**src/common/ssd_defines.svh**
```systemverilog
// Holds offsets, field positions, reset values and timing figures of the sensor diagnostics.
// Assumes a single 10 MHz clock and a 32-bit AXI4-Lite register bus.
`ifndef SSD_DEFINES_SVH
`define SSD_DEFINES_SVH

// ----------------------------------------
// Register byte offsets
// ----------------------------------------
`define SSD_OFS_CTRL 4'h0
`define SSD_OFS_STATUS 4'h4
`define SSD_OFS_IRQ_STAT 4'h8
`define SSD_OFS_IRQ_MASK 4'hC

// ----------------------------------------
// Field positions and reset values
// ----------------------------------------
`define SSD_CTRL_RUN 0
`define SSD_CTRL_RST 1'h1
`define SSD_MASK_RST 4'h0
`define SSD_EV_FAULT 0
`define SSD_EV_SAFE_OFF 1
`define SSD_EV_LIMIT 2
`define SSD_EV_CLEAR 3
`define SSD_NUM_EV 4
`define SSD_BRESP_OK 2'h0
`define SSD_BRESP_ERR 2'h2

// ----------------------------------------
// Timing figures
// ----------------------------------------
`define SSD_CLK_HZ 10000000
`define SSD_DIAG_DLY_S 10
`define SSD_SAFE_DLY_S 60
`define SSD_LIMIT_HZ 2
`define SSD_ANALYSE_MS 1000
`define SSD_FLASH_MS 200
`define SSD_GAP_MS 1000
`define SSD_DIAG_CYC (`SSD_DIAG_DLY_S * `SSD_CLK_HZ)
`define SSD_SAFE_CYC (`SSD_SAFE_DLY_S * `SSD_CLK_HZ)
`define SSD_LIMIT_CYC (`SSD_CLK_HZ / (2 * `SSD_LIMIT_HZ))
`define SSD_ANALYSE_CYC (`SSD_ANALYSE_MS * (`SSD_CLK_HZ / 1000))
`define SSD_FLASH_CYC (`SSD_FLASH_MS * (`SSD_CLK_HZ / 1000))
`define SSD_GAP_CYC (`SSD_GAP_MS * (`SSD_CLK_HZ / 1000))

`endif

```
**src/common/ssd_pkg.sv**
```systemverilog
// Holds the types shared by the sensor diagnostics block.
// Assumes ssd_defines.svh sits on the include path.
`include "ssd_defines.svh"

package ssd_pkg;

   // ----------------------------------------
   // Bus bundles
   // ----------------------------------------
   // AXI4-Lite signals driven by the master.
   typedef struct packed {
      logic awvalid;
      logic [3:0] awaddr;
      logic wvalid;
      logic [31:0] wdata;
      logic [3:0] wstrb;
      logic bready;
      logic arvalid;
      logic [3:0] araddr;
      logic rready;
   } ssd_axi_req_t;

   // AXI4-Lite signals driven by this slave.
   typedef struct packed {
      logic awready;
      logic wready;
      logic bvalid;
      logic [1:0] bresp;
      logic arready;
      logic rvalid;
      logic [31:0] rdata;
      logic [1:0] rresp;
   } ssd_axi_rsp_t;

   // ----------------------------------------
   // Sensor bundles
   // ----------------------------------------
   // Fault detections reported by the sensing front end.
   typedef struct packed {
      logic outAErr;
      logic outBErr;
      logic crossWire;
      logic wireBreak;
      logic extVoltage;
      logic overTemp;
      logic codingErr;
      logic internalErr;
   } ssd_faults_t;

   // Indicator lamp drives.
   typedef struct packed {
      logic green;
      logic yellow;
      logic red;
   } ssd_led_t;

   // Fault sequencer states.
   typedef enum logic [1:0] {
      ST_OK = 2'b00,
      ST_ANALYSE = 2'b01,
      ST_CODE = 2'b10,
      ST_HARD = 2'b11
   } ssd_state_t;

endpackage

```
**src/core/ssd_core.sv**
```systemverilog
// Holds the status and fault sequencing logic of the non-contact safety sensor.
// Assumes inputs synchronous to mclk and an AXI4-Lite master on the register port.
//
// The address map and the AXI4-Lite register port were left to the implementer.
`include "ssd_defines.svh"

// Behaviour
// - Ready, no actuator: green, outputs low.
// - Actuator in range: yellow, safety outputs on.
// - Limit range: yellow flashes, outputs stay on.
// - Coding, output, internal errors shown red.
// - Steady red analysis, then red flash code.
// - Codes: A1, B2, cross3, temp4, coding5.
// - Warning fault drops outputs after one minute.
// - Warning fault: diag off 10s, outputs 1min.
// - Diagnostic high while actuated in normal range.
// - Limit range pulses diagnostic at 2 Hz.
// - Active fault drives diagnostic low after the 10s delay.
// - Outputs feed next sensor inputs, sixteen max.
// - Cable cross, break, external voltage are faults.
module ssd_core #(
   parameter int unsigned DIAG_CYC = `SSD_DIAG_CYC,
   parameter int unsigned SAFE_CYC = `SSD_SAFE_CYC,
   parameter int unsigned LIMIT_CYC = `SSD_LIMIT_CYC,
   parameter int unsigned ANALYSE_CYC = `SSD_ANALYSE_CYC,
   parameter int unsigned FLASH_CYC = `SSD_FLASH_CYC,
   parameter int unsigned GAP_CYC = `SSD_GAP_CYC
) (
   input wire logic mclk,
   input wire logic rstn,
   input wire ssd_pkg::ssd_axi_req_t axiReq,
   output ssd_pkg::ssd_axi_rsp_t axiRsp,
   input wire logic actPresent,
   input wire logic actLimit,
   input wire ssd_pkg::ssd_faults_t faults,
   input wire logic safetyInA,
   input wire logic safetyInB,
   output logic safetyOutA,
   output logic safetyOutB,
   output logic diagOut,
   output ssd_pkg::ssd_led_t led,
   output logic irq
);
   import ssd_pkg::*;

   // ----------------------------------------
   // Declarations
   // ----------------------------------------
   ssd_state_t state_q; // Fault sequencer state.
   logic [31:0] faultCnt_q; // Cycles since the present fault began, saturating.
   logic [31:0] limCnt_q; // Half-period counter of the 2 Hz blink.
   logic blink_q; // Shared 2 Hz square wave.
   logic [31:0] flashCnt_q; // Timer inside one flash slot or gap.
   logic [2:0] pulseNo_q; // Flash pulses already given in this burst.
   logic flashOn_q; // Red lamp phase of the flash code.
   logic inGap_q; // High during the pause between bursts.
   logic [2:0] code; // Flash count for the present warning fault.
   logic warnFault; // Any warning-class fault present.
   logic hardFault; // Internal sensor failure present.
   logic safeEn; // Both safety outputs allowed on.
   logic diagD; // Next value of the diagnostic output.
   ssd_led_t ledD; // Next lamp pattern.
   logic run_q; // Software run enable.
   logic [`SSD_NUM_EV-1:0] irqStat_q; // Sticky event flags.
   logic [`SSD_NUM_EV-1:0] irqMask_q; // Interrupt mask.
   logic [`SSD_NUM_EV-1:0] events; // One-cycle event pulses.
   logic faultPrev_q; // Fault level one cycle ago.
   logic safePrev_q; // Safety enable one cycle ago.
   logic limPrev_q; // Limit warning one cycle ago.
   logic [3:0] awAddr_q; // Captured write address.
   logic awHeld_q; // Write address taken, awaiting data.
   logic [31:0] wData_q; // Captured write data.
   logic [3:0] wStrb_q; // Captured byte enables.
   logic wHeld_q; // Write data taken, awaiting address.
   logic bValid_q; // Write response pending.
   logic [1:0] bResp_q; // Write response code.
   logic rValid_q; // Read response pending.
   logic [31:0] rData_q; // Read data.
   logic [1:0] rResp_q; // Read response code.
   logic arTake; // Read address accepted this cycle.
   logic statRead; // Accepted read of the sticky flags.
   logic wrDo; // Both halves of a write now held.

   // ----------------------------------------
   // Fault classification
   // ----------------------------------------
   // Wire break and external voltage count as output faults; lowest code wins.
   always_comb
   begin
      warnFault = faults.outAErr | faults.outBErr | faults.crossWire | faults.wireBreak
         | faults.extVoltage | faults.overTemp | faults.codingErr;
      hardFault = faults.internalErr;
      if (faults.outAErr | faults.wireBreak)
         code = 3'h1;
      else if (faults.outBErr | faults.extVoltage)
         code = 3'h2;
      else if (faults.crossWire)
         code = 3'h3;
      else if (faults.overTemp)
         code = 3'h4;
      else
         code = 3'h5;
   end

   // ----------------------------------------
   // Fault sequencer
   // ----------------------------------------
   // Moves from steady red analysis to the flash code, or to hard failure.
   always_ff @(posedge mclk or negedge rstn)
   begin
      if (!rstn)
      begin
         state_q <= ST_OK;
      end
      else
      begin
         case (state_q)
            ST_OK:
            begin
               if (hardFault)
                  state_q <= ST_HARD;
               else if (warnFault)
                  state_q <= ST_ANALYSE;
            end
            ST_ANALYSE:
            begin
               if (hardFault)
                  state_q <= ST_HARD;
               else if (!warnFault)
                  state_q <= ST_OK;
               else if (faultCnt_q >= ANALYSE_CYC - 1)
                  state_q <= ST_CODE;
            end
            ST_CODE:
            begin
               if (hardFault)
                  state_q <= ST_HARD;
               else if (!warnFault)
                  state_q <= ST_OK;
            end
            default:
            begin
               if (!hardFault)
                  state_q <= warnFault ? ST_ANALYSE : ST_OK;
            end
         endcase
      end
   end

   // Counts the time the fault has stood without a break.
   always_ff @(posedge mclk or negedge rstn)
   begin
      if (!rstn)
         faultCnt_q <= 32'h0;
      else if (!(warnFault | hardFault))
         faultCnt_q <= 32'h0;
      else if (faultCnt_q != 32'hFFFFFFFF)
         faultCnt_q <= faultCnt_q + 32'h1;
   end

   // ----------------------------------------
   // Blink and flash timing
   // ----------------------------------------
   // Free-running 2 Hz square wave for the limit-range indication.
   always_ff @(posedge mclk or negedge rstn)
   begin
      if (!rstn)
      begin
         limCnt_q <= 32'h0;
         blink_q <= 1'b1;
      end
      else if (limCnt_q >= LIMIT_CYC - 1)
      begin
         limCnt_q <= 32'h0;
         blink_q <= ~blink_q;
      end
      else
      begin
         limCnt_q <= limCnt_q + 32'h1;
      end
   end

   // Gives code pulses of red, then a pause, repeated while in ST_CODE.
   always_ff @(posedge mclk or negedge rstn)
   begin
      if (!rstn)
      begin
         flashCnt_q <= 32'h0;
         pulseNo_q <= 3'h0;
         flashOn_q <= 1'b0;
         inGap_q <= 1'b0;
      end
      else if (state_q != ST_CODE)
      begin
         // Each burst starts fresh with a lit pulse.
         flashCnt_q <= 32'h0;
         pulseNo_q <= 3'h0;
         flashOn_q <= 1'b1;
         inGap_q <= 1'b0;
      end
      else if (inGap_q)
      begin
         if (flashCnt_q >= GAP_CYC - 1)
         begin
            flashCnt_q <= 32'h0;
            inGap_q <= 1'b0;
            flashOn_q <= 1'b1;
         end
         else
         begin
            flashCnt_q <= flashCnt_q + 32'h1;
         end
      end
      else if (flashCnt_q >= FLASH_CYC - 1)
      begin
         flashCnt_q <= 32'h0;
         if (flashOn_q)
         begin
            flashOn_q <= 1'b0;
            pulseNo_q <= pulseNo_q + 3'h1;
         end
         else if (pulseNo_q >= code)
         begin
            pulseNo_q <= 3'h0;
            inGap_q <= 1'b1;
         end
         else
         begin
            flashOn_q <= 1'b1;
         end
      end
      else
      begin
         flashCnt_q <= flashCnt_q + 32'h1;
      end
   end

   // ----------------------------------------
   // Output decisions
   // ----------------------------------------
   // Works out safety enable, diagnostic level and lamps.
   always_comb
   begin
      safeEn = run_q & actPresent & safetyInA & safetyInB;
      if (hardFault)
         safeEn = 1'b0;
      else if (warnFault && faultCnt_q >= SAFE_CYC)
         safeEn = 1'b0;
      if (warnFault | hardFault)
         diagD = actPresent & (faultCnt_q < DIAG_CYC);
      else if (actPresent & actLimit)
         diagD = blink_q;
      else
         diagD = actPresent;
      ledD = '0;
      if (state_q == ST_CODE)
         ledD.red = flashOn_q & ~inGap_q;
      else if (state_q != ST_OK || warnFault || hardFault)
         ledD.red = 1'b1;
      else if (actPresent)
         ledD.yellow = actLimit ? blink_q : 1'b1;
      else
         ledD.green = 1'b1;
   end

   // Registers the pin outputs; both safety outputs share one enable.
   always_ff @(posedge mclk or negedge rstn)
   begin
      if (!rstn)
      begin
         safetyOutA <= 1'b0;
         safetyOutB <= 1'b0;
         diagOut <= 1'b0;
         led <= '0;
      end
      else
      begin
         safetyOutA <= safeEn;
         safetyOutB <= safeEn;
         diagOut <= diagD;
         led <= ledD;
      end
   end

   // ----------------------------------------
   // Events and interrupt
   // ----------------------------------------
   // Edge detectors for fault start, safety drop, limit onset and fault end.
   always_ff @(posedge mclk or negedge rstn)
   begin
      if (!rstn)
      begin
         faultPrev_q <= 1'b0;
         safePrev_q <= 1'b0;
         limPrev_q <= 1'b0;
      end
      else
      begin
         faultPrev_q <= warnFault | hardFault;
         safePrev_q <= safeEn;
         limPrev_q <= actPresent & actLimit;
      end
   end

   assign events[`SSD_EV_FAULT] = (warnFault | hardFault) & ~faultPrev_q;
   assign events[`SSD_EV_SAFE_OFF] = safePrev_q & ~safeEn;
   assign events[`SSD_EV_LIMIT] = actPresent & actLimit & ~limPrev_q;
   assign events[`SSD_EV_CLEAR] = faultPrev_q & ~(warnFault | hardFault);

   // Sticky flags clear on read; a new event in that cycle still sets.
   always_ff @(posedge mclk or negedge rstn)
   begin
      if (!rstn)
      begin
         irqStat_q <= '0;
      end
      else
      begin
         irqStat_q <= (statRead ? '0 : irqStat_q) | events;
      end
   end

   assign irq = |(irqStat_q & irqMask_q);

   // ----------------------------------------
   // AXI4-Lite slave
   // ----------------------------------------
   assign arTake = axiReq.arvalid & ~rValid_q;
   assign statRead = arTake & (axiReq.araddr == `SSD_OFS_IRQ_STAT);
   assign wrDo = awHeld_q & wHeld_q & ~bValid_q;

   // Takes address and data in either order, answers one cycle after both.
   always_ff @(posedge mclk or negedge rstn)
   begin
      if (!rstn)
      begin
         awHeld_q <= 1'b0;
         wHeld_q <= 1'b0;
         awAddr_q <= 4'h0;
         wData_q <= 32'h0;
         wStrb_q <= 4'h0;
         bValid_q <= 1'b0;
         bResp_q <= `SSD_BRESP_OK;
      end
      else
      begin
         if (axiReq.awvalid && !awHeld_q)
         begin
            awHeld_q <= 1'b1;
            awAddr_q <= axiReq.awaddr;
         end
         if (axiReq.wvalid && !wHeld_q)
         begin
            wHeld_q <= 1'b1;
            wData_q <= axiReq.wdata;
            wStrb_q <= axiReq.wstrb;
         end
         if (wrDo)
         begin
            awHeld_q <= 1'b0;
            wHeld_q <= 1'b0;
            bValid_q <= 1'b1;
            // Every aligned word of the four-word map is a register.
            if (awAddr_q[1:0] == 2'h0)
               bResp_q <= `SSD_BRESP_OK;
            else
               bResp_q <= `SSD_BRESP_ERR;
         end
         else if (bValid_q && axiReq.bready)
         begin
            bValid_q <= 1'b0;
         end
      end
   end

   // Writable control and mask; the status words are read only.
   always_ff @(posedge mclk or negedge rstn)
   begin
      if (!rstn)
      begin
         run_q <= `SSD_CTRL_RST;
         irqMask_q <= `SSD_MASK_RST;
      end
      else if (wrDo && wStrb_q[0])
      begin
         if (awAddr_q == `SSD_OFS_CTRL)
         begin
            run_q <= wData_q[`SSD_CTRL_RUN];
         end
         else if (awAddr_q == `SSD_OFS_IRQ_MASK)
         begin
            irqMask_q <= wData_q[`SSD_NUM_EV-1:0];
         end
      end
   end

   // Returns read data one cycle after the address is taken.
   always_ff @(posedge mclk or negedge rstn)
   begin
      if (!rstn)
      begin
         rValid_q <= 1'b0;
         rData_q <= 32'h0;
         rResp_q <= `SSD_BRESP_OK;
      end
      else if (arTake)
      begin
         rValid_q <= 1'b1;
         rResp_q <= `SSD_BRESP_OK;
         if (axiReq.araddr == `SSD_OFS_CTRL)
            rData_q <= {31'h0, run_q};
         else if (axiReq.araddr == `SSD_OFS_STATUS)
            rData_q <= {20'h0, pulseNo_q, code, state_q, diagOut, safetyOutB, safetyOutA, run_q};
         else if (axiReq.araddr == `SSD_OFS_IRQ_STAT)
            rData_q <= {28'h0, irqStat_q};
         else if (axiReq.araddr == `SSD_OFS_IRQ_MASK)
            rData_q <= {28'h0, irqMask_q};
         else
         begin
            rData_q <= 32'h0;
            rResp_q <= `SSD_BRESP_ERR;
         end
      end
      else if (rValid_q && axiReq.rready)
      begin
         rValid_q <= 1'b0;
      end
   end

   // Ready terms are combinational and drop while the matching side is held.
   always_comb
   begin
      axiRsp.awready = ~awHeld_q;
      axiRsp.wready = ~wHeld_q;
      axiRsp.bvalid = bValid_q;
      axiRsp.bresp = bResp_q;
      axiRsp.arready = ~rValid_q;
      axiRsp.rvalid = rValid_q;
      axiRsp.rdata = rData_q;
      axiRsp.rresp = rResp_q;
   end

endmodule

```
**config.mk**
```make
export PLATFORM = sky130hd
export DESIGN_NAME = ssd_core
export DESIGN_NICKNAME = d
export VERILOG_FILES = /design/src/common/ssd_pkg.sv /design/src/core/ssd_core.sv
export VERILOG_INCLUDE_DIRS = /design/src /design/src/common
export SDC_FILE = /design/constraint.sdc
export NUM_CORES = 1
export LEC_CHECK = 0
export BUFFER_PORTS_ARGS = -buffer_cell sky130_fd_sc_hd__buf_2
export CAP_MARGIN = 20
export CORE_AREA = 2 2 102 178
export CTS_BUF_LIST = sky130_fd_sc_hd__clkbuf_16
export DETAILED_ROUTE_END_ITERATION = 16
export DIE_AREA = 0 0 104 180
export PLACE_DENSITY_LB_ADDON = 0.08
export SLEW_MARGIN = 20
export SYNTH_ARGS = -nofsm -noshare
export SYNTH_HDL_FRONTEND = slang
export SYNTH_SLANG_ARGS = --single-unit
export TNS_END_PERCENT = 1
```
**constraint.sdc**
```tcl
create_clock -name mclk -period 3.3 [get_ports mclk]
set_input_delay 0.495 -clock mclk [delete_from_list [all_inputs] [get_ports mclk]]
set_output_delay 0.495 -clock mclk [all_outputs]
set_load 0.03 [all_outputs]
```
==> metrics.txt, run 1 <==
status=finished clean; gr usage total=17.1%; # diodes=0; post-synth cell types=58; EDFF count, synth=0; P_leak=3.50 nW; WP buf/inv=0; Most used DFF post-synth=dfrtp_1; Die Width=104 um; Worst Hold Class=primary input to asynchronous set/reset pin; Port-buffer cells=57; maximum clock insertion buffer count=2; GP Congestion=0.880; first-pass GRT wire length=25.9 mm; max-cap viol count=0; Num CTS Buffers=17; largest cells by area after synthesis=dfrtp_1, nor2_1, xor2_1; Initial Util=41.3%; PD cells=615 mW/mm^2; Final Setup Violations=0; clock latency on the worst-skew pair=420 ps; layout cell share with drive strength beyond 1=15.5%; # clock sinks=147; worst vdd ir=0.326 mV; fillers=1681; crit share post-route=74.0%; Max Freq=0.409 GHz; worst rel slew slack=37.9%; Reg clk slew, reported paths=60 ps; Synth area leader=dfrtp_1; synth warn=0; # resized after CTS=0; area growth from synthesis to layout=15.6%; synth cell count leaders=dfrtp_1, nor2_1, nand2_1; clock skew=4.73 ps; Die ar.=0.0187 mm^2; Avg Vias per Cell=5.14; DRC=0; pre-CTS setup slack=678 ps; Slew @ Worst Pin=924 ps; initial antenna violation count=0; post-layout util=47.8%; final hold viol count=0; CP startpoint kind=register; grt total ovfl=0; die height=180 um; vias in the first global route=5390; CP endpoint kind=register; Post-Syn Area=0.00715 mm^2; critical setup path kind=register to register; sequential cell area fraction in the yosys report=51.5%; worst-path fanout max=24; antenna-violating nets left=0; asr flop ratio synth=100%; Slew Viols, Final=0; Final WS setup=857 ps; Post-Synthesis Cells=715; Yosys top cell area share=50.8%; largest net degree at the start of global routing=61; routed length per instance=14.6 um; min Tclk post-route=2440 ps; top cell family by delay on the critical path=compound AO/OA/AOI/OAI gates; unrepaired setup endpoints after global routing=no; CTS tree=done; Root Driver=clkbuf_16; Hold-fix buffers, CTS=0; FF+latch count, synth=147; fin nets=862; H-tree depth=4; syn_area_per_cell=10.0 um^2; count leader, synth=dfrtp_1; Via Count=5324; CP cell instances=ha_1 > and3_4 > a41oi_2 > or3_4 > a2111oi_4 > o32a_4 > nor2_1; setup TNS=0 ps; DR iter-0 viols=211; DRT Wirelength=15.1 mm; CP Data Required Time=3600 ps; slowest stage delay, CP=430 ps; Pre-Repair DR Iteration Count=4; Crit-path slowest cell=or3_4; # rows=64; core area=0.0173 mm^2; WP data arrival=2740 ps; register area=0.00368 mm^2; Post-CTS Setup Inserts=0; area occupied by multi-input gates=0.00326 mm^2; number of I/O pins=111; detailed placer's ending HPWL=11.0 mm
-- worst register-to-register path: stages (launching register included) --
cell       delay [ps]
dfrtp_1           390
ha_1              220
and3_4            220
a41oi_2           150
or3_4             430
a2111oi_4         430
o32a_4            390
nor2_1            100
-- state kept, by name (all words and copies together), names as in the netlist, 2 cells and up --
register,flops
awAddr_q,4
faultCnt_q,32
flashCnt_q,32
irqMask_q,4
irqStat_q,4
led,3
limCnt_q,32
pulseNo_q,3
rData_q,12
state_q,2
wData_q,4
-- cell usage in the layout, fill, tap and decap left out, types with 4 or more instances in the layout --
cell type	n
inv_1	22
nor2b_1	8
nor4_1	16
a211oi_1	5
or3_1	9
and3_1	10
mux2_2	17
conb_1	40
clkbuf_16	17
a22o_1	6
buf_2	56
and2_1	6
clkinv_4	4
a31oi_1	6
nor3_1	23
nand3_1	31
ha_1	8
dfrtp_1	145
a21oi_1	18
nand2_1	57
o21a_1	6
xor2_1	38
nand4_1	28
a22oi_1	4
o31ai_1	6
nor2_1	102
buf_4	4
and4_1	4
xnor2_1	27
o21ai_0	28
-- through the flow --
stage / total power, mW / hold slack (ps) / instance area [um^2] / std cells
finish: 5.08 / 36.4 / 8260 / 1035
global route: 5.36 / 78.4 / 8260 / 1035
CTS: 5.16 / 56.0 / 8260 / 1035
detailed placement: 3.15 / 422 / 7650 / 1003
global placement: 3.12 / 420 / 7650 / 1003
floorplan: 2.91 / 199 / 7300 / 754
-- where the power goes --
part           total (mW)  switching (mW)  internal [mW]
combinational       0.804           0.479          0.325
sequential           2.31           0.256           2.05
clock                1.97           0.778           1.19
total                5.08            1.51           3.57
-- logic make-up (layout without fill, tap and decap cells) --
kind of cell / after synthesis / in the layout / share of synthesized area (%)
flip-flops: 147 / 147 / 51.5
adder cells (fa/ha/maj): 8 / 8 / 1.40
multiplexers: 18 / 18 / 2.82
other: 1 / 40 / 0.0525
XOR/XNOR: 65 / 65 / 7.96
buffers and inverters: 66 / 116 / 5.09
AND/OR/NAND/NOR: 315 / 315 / 22.0
AO/OA/AOI/OAI: 95 / 95 / 9.15
-- metal layers --
layer	track usage [%]	part of all wire (%)	vias up
met5	0	0	-
met4	6.81	1.8	0
met3	3.81	2.8	23
met2	31.0	55	87
met1	19.4	41	2623
li1	-	-	2591
-- cell type report --
cell class              instances  area share (%)
repair buffers                 62            4.13
inverters                      22            1.00
multi-input cells             541            39.5
clock buffers                  17            5.15
well taps                     231            3.50
clock inverters                15            2.21
flip-flops and latches        147            44.6
-- final timing paths --
path,from,to,slack [ps],cells after the start
min in group mclk,axiReq[6],bValid_q$_DFFE_PN0P_,240,2
hold reg to reg,limPrev_q$_DFF_PN0_,irqStat_q[2]$_DFF_PN0_,430,1
setup reg to reg,flashCnt_q[0]$_DFF_PN0_,flashCnt_q[2]$_DFF_PN0_,860,7
max in group asynchronous,rstn,blink_q$_DFFE_PN1N_,2370,2
setup / recovery,flashCnt_q[0]$_DFF_PN0_,flashCnt_q[2]$_DFF_PN0_,860,7
hold / removal,rstn,bValid_q$_DFFE_PN0P_,40,1
No activity file was read; power rests on OpenSTA's default activity.
==> run 2, diff against run 1 <==
--- a/config.mk
+++ b/config.mk
@@ -6,12 +6,13 @@
 export SDC_FILE = /design/constraint.sdc
 export NUM_CORES = 1
 export LEC_CHECK = 0
+export ABC_AREA = 1
 export BUFFER_PORTS_ARGS = -buffer_cell sky130_fd_sc_hd__buf_2
 export CAP_MARGIN = 20
-export CORE_AREA = 2 2 102 178
+export CORE_AREA = 2 2 108 189
 export CTS_BUF_LIST = sky130_fd_sc_hd__clkbuf_16
 export DETAILED_ROUTE_END_ITERATION = 16
-export DIE_AREA = 0 0 104 180
+export DIE_AREA = 0 0 110 191
 export PLACE_DENSITY_LB_ADDON = 0.08
 export SLEW_MARGIN = 20
 export SYNTH_ARGS = -nofsm -noshare
==> constraint.sdc (replaced) <==
create_clock -name mclk -period 2.55 [get_ports mclk]
set_input_delay 0.3825 -clock mclk [delete_from_list [all_inputs] [get_ports mclk]]
set_output_delay 0.3825 -clock mclk [all_outputs]
set_load 0.03 [all_outputs]
==> run 2 against run 1 <==
  * Hold slack improved by 110 ps
  * Critical endpoint is now limCnt_q[20]$_DFF_PN0_
  * Die area up 12%
  * Routed wire length increased by 32%
  * Critical path type unchanged
==> metrics.txt, run 2 <==
status=finished clean; DRT Wirelength=19.9 mm (+32%); worst-path fanout max=15 (-38%); hold-critical path endpoint=rValid_q$_DFFE_PN0P_; # resized after CTS=0 (unchanged); Yosys top cell area share=45.1% (-5.7 points); DRC=0 (unchanged); P_leak=4.47 nW (+28%); first-pass GRT wire length=32.9 mm (+27%); min Tclk post-route=1980 ps (-459 ps); core area=0.0195 mm^2 (+13%); Initial Util=41.3% (about the same); # rows=68 (+6.3%); largest cells by area after synthesis=dfrtp_1, nand2_1, nor2_1; count leader, synth=nand2_1; post-layout instance area=0.00928 mm^2 (+12%); register area=0.00368 mm^2 (unchanged); largest net degree at the start of global routing=54 (-11%); final hold viol count=0 (unchanged); initial antenna violation count=2 (+2); largest family of logic cells by synthesized area=simple AND/OR/NAND/NOR gates; max-cap viol count=0 (unchanged); setup TNS=0 ps (unchanged); syn_area_per_cell=7.87 um^2 (-21%); Slew @ Worst Pin=522 ps (-402 ps); mux share of post-synthesis cell area=0.280% (-2.5 points); sequential cell area fraction in the yosys report=45.7% (-5.8 points); dpl cell area=0.00861 mm^2 (+13%); WP data arrival=2290 ps (-450 ps); Reg clk slew, reported paths=60 ps (about the same); Slew Viols, Final=0 (unchanged); PD cells=762 mW/mm^2 (+24%); Final Setup Violations=0 (unchanged); Post-Synthesis Cells=1023 (+43%); routed length per instance=14.5 um (-0.80%); DR iter-0 viols=201 (-4.7%); asr flop ratio synth=100% (unchanged); Port-buffer cells=57 (unchanged); vias in the first global route=6799 (+26%); crit share post-route=77.8% (+3.8 points); CP Data Required Time=2860 ps (-740 ps); Avg Vias per Cell=4.86 (-5.4%); synth warn=0 (unchanged); reg-to-reg slack, setup=570 ps (-290 ps); # clock sinks=147 (unchanged); fin nets=1186 (+38%); most common cell after layout, fill and taps aside=nand2_1; HP Start=axiReq[0]; maximum clock insertion buffer count=2 (unchanged); clock latency on the worst-skew pair=430 ps (about the same); Compound-Gate Fraction of Synth Area=7.66% (-1.5 points); number of I/O pins=111 (unchanged); worst hold path depth=2; GP Congestion=0.908 (+3.3%); Post-Syn Area=0.00805 mm^2 (+13%); CTS tree=done; Synth Area in Simple Gates=31.1% (+9.0 points); grt total ovfl=0 (unchanged); worst rel slew slack=65.2% (+27 points); layout cell share with drive strength beyond 1=13.7% (-1.9 points); FF+latch count, synth=147 (unchanged); Synth area leader=dfrtp_1; Worst R2R Path Depth=10 (+3); H-tree depth=4 (unchanged); post-synth cell types=49 (-16%); area occupied by multi-input gates=0.00371 mm^2 (+14%); FF-to-FF Start=limCnt_q[0]$_DFF_PN0_; synth cell count leaders=nand2_1, nor2_1, dfrtp_1; commonest cells after routing, fill and taps aside=nand2_1, nor2_1, dfrtp_1, inv_1, nand3_1; Post-CTS Setup Inserts=0 (unchanged); unrepaired setup endpoints after global routing=no; detailed placer's ending HPWL=15.4 mm (+40%); EDFF count, synth=0 (unchanged); worst vdd ir=0.569 mV (+74%); Root Driver=clkbuf_16; reg2reg end=limCnt_q[20]$_DFF_PN0_; Die Width=110 um (+5.8%); Via Count=6688 (+26%); post-synthesis xor/xnor area fraction=4.02% (-3.9 points); gr usage total=20.6% (+3.5 points); Synth Area in Adders=1.24% (-0.16 points); Num CTS Buffers=17 (unchanged); CP endpoint kind=register; fillers=2007 (+19%); CP startpoint kind=register; Max Freq=0.504 GHz (+23%); Pre-Repair DR Iteration Count=4 (unchanged); antenna-violating nets left=0 (unchanged); critical setup path kind=register to register; die height=191 um (+6.1%); Most used DFF post-synth=dfrtp_1; Largest regs=faultCnt_q: 32 flops, flashCnt_q: 32 flops, limCnt_q: 32 flops; Die ar.=0.0210 mm^2 (+12%); Worst Hold Class=primary input to register; area growth from synthesis to layout=15.3%; clock skew=9.69 ps (+4.96 ps)
==> run 2: report_power, final <==
group          internal (mW)  leakage (nW)  switching [mW]
clock network           1.75         0.315            1.04
registers               2.66          1.85           0.244
logic                  0.443          2.30           0.948
==> run 2: worst max path at each step <==
stage | to | cells past startpoint | from
3_3_place_gp | pulseNo_q[2]$_DFFE_PN0P_ | 16 | faults[2]
5_1_grt | limCnt_q[20]$_DFF_PN0_ | 10 | limCnt_q[0]$_DFF_PN0_
4_1_cts | limCnt_q[18]$_DFF_PN0_ | 10 | limCnt_q[0]$_DFF_PN0_
2_1_floorplan | pulseNo_q[0]$_DFFE_PN0P_ | 15 | faults[2]
6_report | limCnt_q[20]$_DFF_PN0_ | 10 | limCnt_q[0]$_DFF_PN0_
3_5_place_dp | pulseNo_q[2]$_DFFE_PN0P_ | 16 | faults[2]
==> run 2: cell families after synthesis <==
| kind of cell | after synthesis |
|---|---|
| flip-flops | 147 |
| buffers and inverters | 171 |
| multiplexers | 2 |
| AO/OA/AOI/OAI | 107 |
| AND/OR/NAND/NOR | 550 |
| XOR/XNOR | 37 |
| adder cells (fa/ha/maj) | 8 |
| other | 1 |
==> run 2: layer usage <==
metal / up-vias / track usage [%] / wire [um]
met1: 3129 / 21.2 / 7460
met5: - / 0 / 0
met2: 106 / 38.7 / 11200
met3: 36 / 4.43 / 592
met4: 0 / 8.91 / 650
li1: 3417 / - / -
==> run 2: stage by stage <==
stage          utilization [%]  hold slack (ps)  power [mW]  cells  setup WS [ps]
6_report                  47.6              142        7.08   1375            566
5_1_grt                   47.6              137        7.50   1374            319
4_1_cts                   47.6              116        7.19   1373            532
3_5_place_dp              44.2              379        4.35   1340            293
3_3_place_gp              44.2              379        4.34   1340            302
2_1_floorplan                -             86.9        3.93   1062            692
==> run 2: area by class of cell <==
type | instances | share of cell area [%]
diodes | 2 | 0.0539
clock buffers | 17 | 4.58
clock inverters | 15 | 2.45
inverters | 132 | 5.34
multi-input cells | 744 | 40.0
flip-flops and latches | 147 | 39.7
well taps | 245 | 3.30
repair buffers | 73 | 4.60
==> run 2: what timing repair did <==
action / in CTS / in global routing
hold buffers: 1 / 0
endpoints found under the hold margin: 48 / 0
setup endpoints to repair: 0 / 0
==> run 2: critical path: stages, from the launching register on <==
cell and delay [ps]:
dfrtp_1 380, ha_1 190, nand2_1 60, nor2_1 160, inv_1 80, o21ai_0 220, nand3_1 100, nand2_1 110
a21o_1 310, buf_12 190, a21oi_1 50
